File: src/pbs_map.vh
`ifndef PBS_MAP_VH
`define PBS_MAP_VH
// ------------------------------------------------------------
// timing figures
// ------------------------------------------------------------
`define PBS_CLK_HZ 20000000
`define PBS_TICK_US 1000
`define PBS_TICK_DIV ((`PBS_CLK_HZ / 1000000) * `PBS_TICK_US)
`define PBS_ON_DB_MS 128
`define PBS_BLANK_MS 512
`define PBS_REL_DB_MS 32
`define PBS_OFF_DB_MS 32
`define PBS_KILL_MS 128
`define PBS_LOCK_MS 256
`define PBS_GLITCH_US 30
`define PBS_GLITCH_CYC ((`PBS_GLITCH_US * `PBS_CLK_HZ + 999999) / 1000000)
`define PBS_CNT_W 16
`endif

File: src/pbs_sequencer.v
`timescale 1ns/10ps
`include "pbs_map.vh"
module pbs_sequencer #(
   parameter EN_ACTIVE_HIGH = 1,
   parameter TICK_DIV = `PBS_TICK_DIV,
   parameter ON_DB_TICKS = `PBS_ON_DB_MS,
   parameter BLANK_TICKS = `PBS_BLANK_MS,
   parameter REL_DB_TICKS = `PBS_REL_DB_MS,
   parameter OFF_DB_TICKS = `PBS_OFF_DB_MS,
   parameter KILL_TICKS = `PBS_KILL_MS,
   parameter LOCK_TICKS = `PBS_LOCK_MS,
   parameter GLITCH_CYC = `PBS_GLITCH_CYC
) (
   input wire i_clk_sys,
   input wire i_arst_n,
   input wire i_button_n,
   input wire i_shutdown_req_n,
   input wire [15:0] i_off_debounce_extension,
   input wire [15:0] i_shutdown_timeout_extension,
   output reg o_supply_en,
   output reg o_power_down_alert_n
);
   localparam W = `PBS_CNT_W;
   localparam [6:0] S_OFF = 7'h01;
   localparam [6:0] S_BLANK = 7'h02;
   localparam [6:0] S_RELDB = 7'h04;
   localparam [6:0] S_RUN = 7'h08;
   localparam [6:0] S_KILLW = 7'h10;
   localparam [6:0] S_LOCK = 7'h20;
   localparam [6:0] S_OFFDB = 7'h40;

   // ------------------------------------------------------------
   // helpers
   // ------------------------------------------------------------
   function [W-1:0] ticks;
      input integer n;
      begin
         ticks = n[W-1:0];
      end
   endfunction

   // base interval plus a user extension
   function [W-1:0] ext_ticks;
      input integer base;
      input [15:0] ext;
      begin
         ext_ticks = ticks(base) + ext;
      end
   endfunction

   // enable pin level for the built polarity
   function en_level;
      input active;
      begin
         en_level = (EN_ACTIVE_HIGH != 0) ? active : !active;
      end
   endfunction

   // ------------------------------------------------------------
   // pin synchronisers
   // ------------------------------------------------------------
   reg [2:0] btn_sync_r;
   reg [2:0] sd_sync_r;
   reg btn_r;
   reg sd_r;
   always @(posedge i_clk_sys or negedge i_arst_n)
   begin
      if (!i_arst_n)
      begin
         btn_sync_r <= 3'h7;
         sd_sync_r <= 3'h0;
         btn_r <= 1'b1;
         sd_r <= 1'b0;
      end
      else
      begin
         btn_sync_r <= {btn_sync_r[1:0], i_button_n};
         sd_sync_r <= {sd_sync_r[1:0], i_shutdown_req_n};
         if (btn_sync_r[1] == btn_sync_r[2])
            btn_r <= btn_sync_r[2];
         if (sd_sync_r[1] == sd_sync_r[2])
            sd_r <= sd_sync_r[2];
      end
   end

   // ------------------------------------------------------------
   // shutdown glitch filter
   // ------------------------------------------------------------
   reg [15:0] glitch_r;
   reg sd_low_r;
   always @(posedge i_clk_sys or negedge i_arst_n)
   begin
      if (!i_arst_n)
      begin
         glitch_r <= 16'h0000;
         sd_low_r <= 1'b0;
      end
      else if (sd_r)
      begin
         glitch_r <= 16'h0000;
         sd_low_r <= 1'b0;
      end
      else if (glitch_r < GLITCH_CYC[15:0] - 16'h0001)
         glitch_r <= glitch_r + 16'h0001;
      else
         sd_low_r <= 1'b1;
   end

   // ------------------------------------------------------------
   // time base
   // ------------------------------------------------------------
   reg [15:0] div_r;
   reg tick_r;
   always @(posedge i_clk_sys or negedge i_arst_n)
   begin
      if (!i_arst_n)
      begin
         div_r <= 16'h0000;
         tick_r <= 1'b0;
      end
      else
      begin
         tick_r <= (div_r == TICK_DIV[15:0] - 16'h0001);
         if (div_r == TICK_DIV[15:0] - 16'h0001)
            div_r <= 16'h0000;
         else
            div_r <= div_r + 16'h0001;
      end
   end

   // ------------------------------------------------------------
   // sequencer
   // ------------------------------------------------------------
   reg [6:0] state_r;
   reg [6:0] state_nxt;
   reg load;
   reg [W-1:0] load_val;
   reg en_nxt;
   reg alert_nxt;
   wire done;
   reg en_act_r;

   pbs_timer #(.W(W)) u_timer (
      .i_clk_sys(i_clk_sys),
      .i_arst_n(i_arst_n),
      .i_load(load),
      .i_count(load_val),
      .i_tick(tick_r),
      .o_done(done)
   );

   // ------------------------------------------------------------
   // state decode
   // ------------------------------------------------------------
   always @*
   begin
      state_nxt = state_r;
      load = 1'b0;
      load_val = {W{1'b0}};
      en_nxt = en_act_r;
      alert_nxt = o_power_down_alert_n;
      case (state_r)
         S_OFF:
         begin
            if (btn_r)
            begin
               load = 1'b1;
               load_val = ticks(ON_DB_TICKS);
            end
            else if (done)
            begin
               state_nxt = S_BLANK;
               en_nxt = 1'b1;
               load = 1'b1;
               load_val = ticks(BLANK_TICKS);
            end
         end
         S_BLANK:
         begin
            if (done)
            begin
               if (sd_low_r)
               begin
                  state_nxt = S_LOCK;
                  en_nxt = 1'b0;
                  load = 1'b1;
                  load_val = ticks(LOCK_TICKS);
               end
               else
               begin
                  state_nxt = S_RELDB;
                  load = 1'b1;
                  load_val = ticks(REL_DB_TICKS);
               end
            end
         end
         S_RELDB, S_RUN, S_OFFDB:
         begin
            if (sd_low_r)
            begin
               state_nxt = S_LOCK;
               en_nxt = 1'b0;
               load = 1'b1;
               load_val = ticks(LOCK_TICKS);
            end
            else if (state_r == S_RELDB)
            begin
               if (!btn_r)
               begin
                  load = 1'b1;
                  load_val = ticks(REL_DB_TICKS);
               end
               else if (done)
                  state_nxt = S_RUN;
            end
            else if (btn_r)
            begin
               state_nxt = S_RUN;
            end
            else if (state_r == S_RUN)
            begin
               state_nxt = S_OFFDB;
               load = 1'b1;
               load_val = ext_ticks(OFF_DB_TICKS, i_off_debounce_extension);
            end
            else if (done)
            begin
               state_nxt = S_KILLW;
               alert_nxt = 1'b0;
               load = 1'b1;
               load_val = ext_ticks(KILL_TICKS, i_shutdown_timeout_extension);
            end
         end
         S_KILLW:
         begin
            if (sd_low_r || done)
            begin
               state_nxt = S_LOCK;
               en_nxt = 1'b0;
               load = 1'b1;
               load_val = ticks(LOCK_TICKS);
            end
         end
         S_LOCK:
         begin
            alert_nxt = 1'b1;
            if (done)
            begin
               state_nxt = S_OFF;
               load = 1'b1;
               load_val = ticks(ON_DB_TICKS);
            end
         end
         default:
         begin
            state_nxt = S_OFF;
            en_nxt = 1'b0;
            alert_nxt = 1'b1;
         end
      endcase
   end

   // ------------------------------------------------------------
   // state register
   // ------------------------------------------------------------
   always @(posedge i_clk_sys or negedge i_arst_n)
   begin
      if (!i_arst_n)
      begin
         state_r <= S_OFF;
         en_act_r <= 1'b0;
         o_supply_en <= en_level(1'b0);
         o_power_down_alert_n <= 1'b1;
      end
      else
      begin
         state_r <= state_nxt;
         en_act_r <= en_nxt;
         o_supply_en <= en_level(en_nxt);
         o_power_down_alert_n <= alert_nxt;
      end
   end
endmodule // pbs_sequencer

File: src/pbs_timer.v
`timescale 1ns/10ps
// ------------------------------------------------------------
// tick-based down counter
// ------------------------------------------------------------
module pbs_timer #(
   parameter W = 16
) (
   input wire i_clk_sys,
   input wire i_arst_n,
   input wire i_load,
   input wire [W-1:0] i_count,
   input wire i_tick,
   output wire o_done
);
   reg [W-1:0] cnt_r;
   reg run_r;
   always @(posedge i_clk_sys or negedge i_arst_n)
   begin
      if (!i_arst_n)
      begin
         cnt_r <= {W{1'b0}};
         run_r <= 1'b0;
      end
      else if (i_load)
      begin
         cnt_r <= i_count;
         run_r <= 1'b1;
      end
      else if (run_r && i_tick && cnt_r != {W{1'b0}})
      begin
         cnt_r <= cnt_r - {{(W-1){1'b0}}, 1'b1};
      end
   end
   assign o_done = run_r && (cnt_r == {W{1'b0}});
endmodule // pbs_timer

File: config.mk
export PLATFORM = sky130hd
export DESIGN_NAME = pbs_sequencer
export DESIGN_NICKNAME = d
export VERILOG_FILES = /design/src/pbs_sequencer.v /design/src/pbs_timer.v
export VERILOG_INCLUDE_DIRS = /design/src
export SDC_FILE = /design/constraint.sdc
export NUM_CORES = 1
export LEC_CHECK = 0
export ABC_AREA = 1
export BUFFER_PORTS_ARGS = -buffer_cell sky130_fd_sc_hd__buf_4
export CAP_MARGIN = 10
export CORE_MARGIN = 4
export CORE_UTILIZATION = 50
export DETAILED_ROUTE_END_ITERATION = 10
export PLACE_DENSITY = 0.7
export SLEW_MARGIN = 20
export SYNTH_ARGS = -nofsm -noshare
export SYNTH_HDL_FRONTEND = slang
export SYNTH_SLANG_ARGS = --single-unit
File: constraint.sdc
create_clock -name i_clk_sys -period 3.15 [get_ports i_clk_sys]
set_clock_uncertainty 0.2 [all_clocks]
set_input_delay 0.315 -clock i_clk_sys [delete_from_list [all_inputs] [get_ports i_clk_sys]]
set_output_delay 0.315 -clock i_clk_sys [all_outputs]
set_load 0.01 [all_outputs]
Word level (Yosys, flattened, before mapping)
Cells that the tools add are included.
{"block": "op_classes", "add_sub_neg": 5, "multipliers": 0, "div_mod_pow": 0, "n_lt_le_gt_ge": 1, "eq_ne": 24, "n_shift": 0, "muxes": 55, "n_bitwise": 2, "n_reduce_logical": 14}
{"operator": "2-to-1 mux 16 bit", "n": 10}
{"operator": "2-to-1 mux 7 bit", "n": 12}
{"operator": "one-hot mux 16 bit (5 select lines)", "n": 1}
{"operator": "one-hot mux 7 bit (5 select lines)", "n": 1}
{"operator": "adder 16 x 1 -> 16 bit (second input constant)", "n": 2}
{"operator": "2-to-1 mux 9 bit", "n": 3}
{"operator": "inequality test 2 bit (second input constant)", "n": 11}
{"operator": "2-to-1 mux 1 bit", "n": 20}
{"operator": "2-to-1 mux 10 bit", "n": 2}
{"operator": "adder 6 x 16 -> 16 bit (first input constant)", "n": 1}
{"operator": "adder 8 x 16 -> 16 bit (first input constant)", "n": 1}
{"operator": "== test 16 x 15 -> 1 bit (second input constant)", "n": 1}
{"operator": "logical NOT 16 bit", "n": 1}
{"operator": "< comparator 16 x 10 -> 1 bit (second input constant)", "n": 1}
{"operator": "nonzero test 16 bit", "n": 1}
{"operator": "subtractor 16 x 1 -> 16 bit (second input constant)", "n": 1}
{"operator": "2-to-1 mux 6 bit", "n": 2}
{"operator": "2-to-1 mux 8 bit", "n": 1}
{"operator": "inequality test 4 bit (second input constant)", "n": 2}
{"operator": "AND reduction 8 bit", "n": 1}
{"operator": "== test 7 x 1 -> 1 bit (second input constant)", "n": 1}
{"operator": "== test 7 x 2 -> 1 bit (second input constant)", "n": 1}
{"operator": "== test 7 x 3 -> 1 bit (second input constant)", "n": 1}
{"operator": "== test 7 x 4 -> 1 bit (second input constant)", "n": 1}
{"operator": "other kinds (16)", "n": 22}
{"block": "totals", "register_bits": 68, "latchBits": 0, "ram_bits": 0, "rom_bits": 0, "input_bits": 36, "out_inout_bits": 2, "word_cells": 114, "mem_count": 0}

Logic depth before layout (Yosys ltp)
{"block": "depth", "depth_word": 9, "depth_mapped": 15, "mapped_depth_nobuf": 14}

Modules after synthesis
From an unflattened synthesis, not the netlist that was laid out.
{"block": "hier_totals", "cells_unflattened": 635, "area_unflattened_um2": 4654.5}
{"mod": "pbs_sequencer", "n_inst": 1, "cells_per_inst": 458, "area_per_inst_um2": 3278.1, "seq_area_each_um2": 1283.7}
{"mod": "pbs_timer", "n_inst": 1, "cells_per_inst": 177, "area_per_inst_um2": 1376.3, "seq_area_each_um2": 425.4}

Worst setup path before layout
No wires, ideal clock.
{"block": "synth_timing", "kind": "flip-flop to flip-flop", "from": "register u_timer.cnt_r[0]", "to": "register u_timer.cnt_r[6]", "setup_ns": 0.116, "t_arrival_ns": 1.593, "required_time_ns": 2.834, "path_slack_ns": 1.241, "path_stages_with_launch": 15, "n_path_buf": 1, "synth_period_minus_slack_ns": 1.909, "path_cell_list": "dfrtp_1 -> inv_1 -> ha_1 -> nand2_1 -> nor2_1 -> nand3_1 -> nor2_1 -> o21ai_1 -> nand2_2 -> nor2_4 -> buf_6 -> nand3_1 -> nand2_1 -> nand2_1 -> nand2_1"}
{"block": "synth_via", "elab_chain_len": 9, "word_cells_on_any_way": 24, "cone_classes": "add/sub: 1; mux: 17; reduce/logical: 6"}
{"item": "start: declaration", "line_no": "pbs_timer.v:15", "rtl": "reg [W-1:0] cnt_r;"}
{"item": "start signal: assignment", "line_no": "pbs_timer.v:21", "rtl": "cnt_r <= {W{1'b0}};"}
{"item": "start signal: assignment", "line_no": "pbs_timer.v:26", "rtl": "cnt_r <= i_count;"}
{"item": "start signal: assignment", "line_no": "pbs_timer.v:31", "rtl": "cnt_r <= cnt_r - {{(W-1){1'b0}}, 1'b1};"}
{"item": "logical NOT 16 bit", "line_no": "pbs_timer.v:34", "rtl": "assign o_done = run_r && (cnt_r == {W{1'b0}});"}
{"item": "logical AND 1 bit", "line_no": "pbs_timer.v:34"}
{"item": "2-to-1 mux 16 bit / 2-to-1 mux 1 bit (equally long branches)", "line_no": "pbs_sequencer.v:226, pbs_sequencer.v:170, pbs_sequencer.v:247"}
{"item": "2-to-1 mux 16 bit / 2-to-1 mux 1 bit (equally long branches)", "line_no": "pbs_sequencer.v:220", "rtl": "else if (state_r == S_RUN)"}
{"item": "2-to-1 mux 16 bit / 2-to-1 mux 1 bit (equally long branches)", "line_no": "pbs_sequencer.v:216", "rtl": "else if (btn_r)"}
{"item": "2-to-1 mux 16 bit / 2-to-1 mux 1 bit (equally long branches)", "line_no": "pbs_sequencer.v:206", "rtl": "else if (state_r == S_RELDB)"}
{"item": "2-to-1 mux 16 bit / 2-to-1 mux 1 bit (equally long branches)", "line_no": "pbs_sequencer.v:199", "rtl": "if (sd_low_r)"}
{"item": "one-hot mux 16 bit (5 select lines) / one-hot mux 1 bit (4 select lines) (equally long branches)", "line_no": "pbs_sequencer.v:162", "rtl": "case (state_r)"}
{"item": "2-to-1 mux 16 bit / nonzero test 2 bit (equally long branches)"}
Several ways; a longest one is shown, not always the timed one. The select of a mux whose other input is x is not followed.
A chain may end at the register's enable or synchronous reset.

Worst setup path after layout
{"block": "layout_timing", "from": "register u_timer.cnt_r[0]", "to": "register u_timer.cnt_r[11]"}
The elaborated chain is that of the path after synthesis.

==> results.json <==
{
  "r2r_slack_ps": 700,
  "routabilityCongestion": 0.950,
  "fmax_mhz": 409,
  "place_inst": 763,
  "first_pass_iters": 5,
  "vdd_ir_drop_max_mv": 0.347,
  "synth_edf_count": 0,
  "finalSetupTns_ps": 0,
  "htreeDepth": 3,
  "reg2reg_from": "u_timer.cnt_r[0]",
  "cp-end-kind": "register",
  "root_buffer": "clkbuf_8",
  "max_slew_margin": 0.449,
  "final.fill_count": 829,
  "arrival_ps": 2470,
  "synth.top_cell.area_share": 0.350,
  "tightest_slew_ps": 826,
  "vias": 4104,
  "synth_most_common_cell": "nand2_1",
  "ios": 38,
  "cts_tree": "done",
  "syn-num-nets": 668,
  "io_buffers": 37,
  "die_w_um": 102,
  "crit_path_start": "u_timer.cnt_r[0]",
  "path_clk_slew_ps": 80,
  "cts_buffers": 9,
  "setup_ws_ps": 705,
  "ys.warnings.count": 0,
  "nNetsFinal": 711,
  "cts_setup_buffers": 0,
  "setup_viol": 0,
  "overflow": 0,
  "leakagePower_nw": 2.55,
  "drt_iter0_drc": 248,
  "drive_above_1_share": 0.136,
  "drv_slew": 0,
  "pre_cts_slack_ps": 754,
  "wl_mm": 10.6,
  "num_rows": 34,
  "core_area_um2": 8680,
  "timing.hold.ws_ps": 159,
  "async_flop_share": 1.00,
  "hpwl_mm": 8.05,
  "die_area_um2": 10400,
  "grt_max_degree": 69,
  "drc_errors": 0,
  "die_h_um": 102,
  "grt_setup_unrepaired": "no",
  "grt_pass1_vias": 3978,
  "synth_common_cells": "nand2_1 (161), nor2_1 (89), inv_1 (75)",
  "period_needed_ps": 2450,
  "path_max_fanout": 13,
  "hold_viol": 0,
  "yosysTopAreaCell": "dfrtp_1",
  "hold_start": "sd_sync_r[0]",
  "syn_area_per_cell_um2": 7.08,
  "ys_ff_latch": 68,
  "floorplan.initialDensity": 0.510,
  "start_kind": "register",
  "worstSetupPathType": "reg2reg",
  "status": "finished, final reports clean",
  "drtAntennaViolNets": 0,
  "p_per_area_nw_per_um2": 600,
  "cap_violations": 0,
  "ys_types": 41,
  "wire_per_inst_um": 13.6,
  "synthTopCellsByArea": "dfrtp_1 (35%), nand2_1 (14%), nor2_1 (7.5%)",
  "clock_sink_count": 68,
  "fin_crit_sh": 0.776,
  "grt_pass1_wl_mm": 18.4,
  "diodes": 0,
  "via_per_inst": 5.25,
  "insertion_delay_ps": 340,
  "total_power_mw": 3.00,
  "min_path_type": "reg2reg",
  "finalNonFillerCells": 782,
  "clk_path_buf_depth": 2,
  "syn_inst": 626,
  "synth_top_flop_cell": "dfrtp_1",
  "syn-cell-area_um2": 4430,
  "areaGrowthSynthToFinish_pct": 12.8,
  "critPathRequiredTime_ps": 3170,
  "grt_usage": 0.221,
  "antenna_found_initial": 0,
  "yosysSeqAreaShare": 0.386
}
-- per-layer routing --
| metal | GRT usage | vias to the layer above | part of all wire |
|---|---|---|---|
| met5 | 0 | - | 0 |
| met4 | 0.0838 | 0 | 0.023 |
| met2 | 0.362 | 126 | 0.47 |
| met3 | 0.0334 | 17 | 0.059 |
| met1 | 0.296 | 1865 | 0.45 |
| li1 | - | 2096 | - |
-- flip-flops by register name, summed over array words and instances, names as in the netlist, 3 cells and up --
signal,cells
div_r,16
glitch_r,16
u_timer.cnt_r,16
state_r,7
btn_sync_r,3
sd_sync_r,3
-- worst max-delay path, stage by stage, from the launching register on --
cell     delay [ps]
dfrtp_1         380
inv_1           110
ha_1            220
nand2_1          80
nor2_2          140
nand2_1          70
nand3_1         220
nand4_2         380
inv_2           320
nand2_1         100
nand2_1          80
inv_1            40
-- metrics by stage --
step                utilization  area (um2)
finish                    0.576        5000
global placement          0.551        4780
global route              0.576        5000
CTS                       0.576        5000
detailed placement        0.551        4780
floorplan                     -        4430
-- power breakdown --
| group | total, mW | switching [mW] | internal [mW] | leakage, nW |
|---|---|---|---|---|
| logic | 1.18 | 0.773 | 0.411 | 1.58 |
| clock network | 0.681 | 0.319 | 0.362 | 0.0931 |
| registers | 1.14 | 0.129 | 1.01 | 0.871 |
-- cell families after synthesis --
| family | share of synthesized area |
|---|---|
| AOI/OAI and AO/OA | 0.0783 |
| xor gates and xnor gates | 0.0573 |
| adders and majority gates | 0.0215 |
| buffers and inverters | 0.0862 |
| DFF | 0.386 |
| and+or+nand+nor | 0.371 |
-- final timing paths --
path                                      to  depth (start not counted)
max                        u_timer.cnt_r[11]                         11
min                             sd_sync_r[1]                          0
max reg2reg                u_timer.cnt_r[11]                         11
min reg2reg                     sd_sync_r[1]                          0
max in group asynchronous   u_timer.cnt_r[6]                          2
min in group asynchronous        glitch_r[3]                          2
-- repair_timing --
action                                 CTS  global route
hold buffers                             3             0
gates resized for setup                  0             0
endpoints found under the hold margin   64             0
-- placed cells by master (no fill, tap or decap), drive strengths merged, types with 4 or more instances in the layout --
cell    synthesis  routed
dfrtp          62      62
xor2           22      22
nand4          14      14
ha              6       6
clkbuf          4      11
buf             6      39
nor2           99      99
o31ai           6       6
nand3          67      67
nor3           15      15
o21ai          27      27
dfstp           6       6
clkinv          1       4
xnor2           7       7
a21oi          16      16
o211ai          4       4
nand2         168     168
inv            81      81
-- area by class of cell --
class                   instances  area (um2)  area share
inverters                      82         308      0.0616
multi-input cells             466        2340       0.468
clock inverters                 5        52.6      0.0105
repair buffers                 42         323      0.0646
well taps                     108         135      0.0270
flip-flops and latches         68        1710       0.342
clock buffers                  11         131      0.0263
No activity file was read; power rests on OpenSTA's default activity.
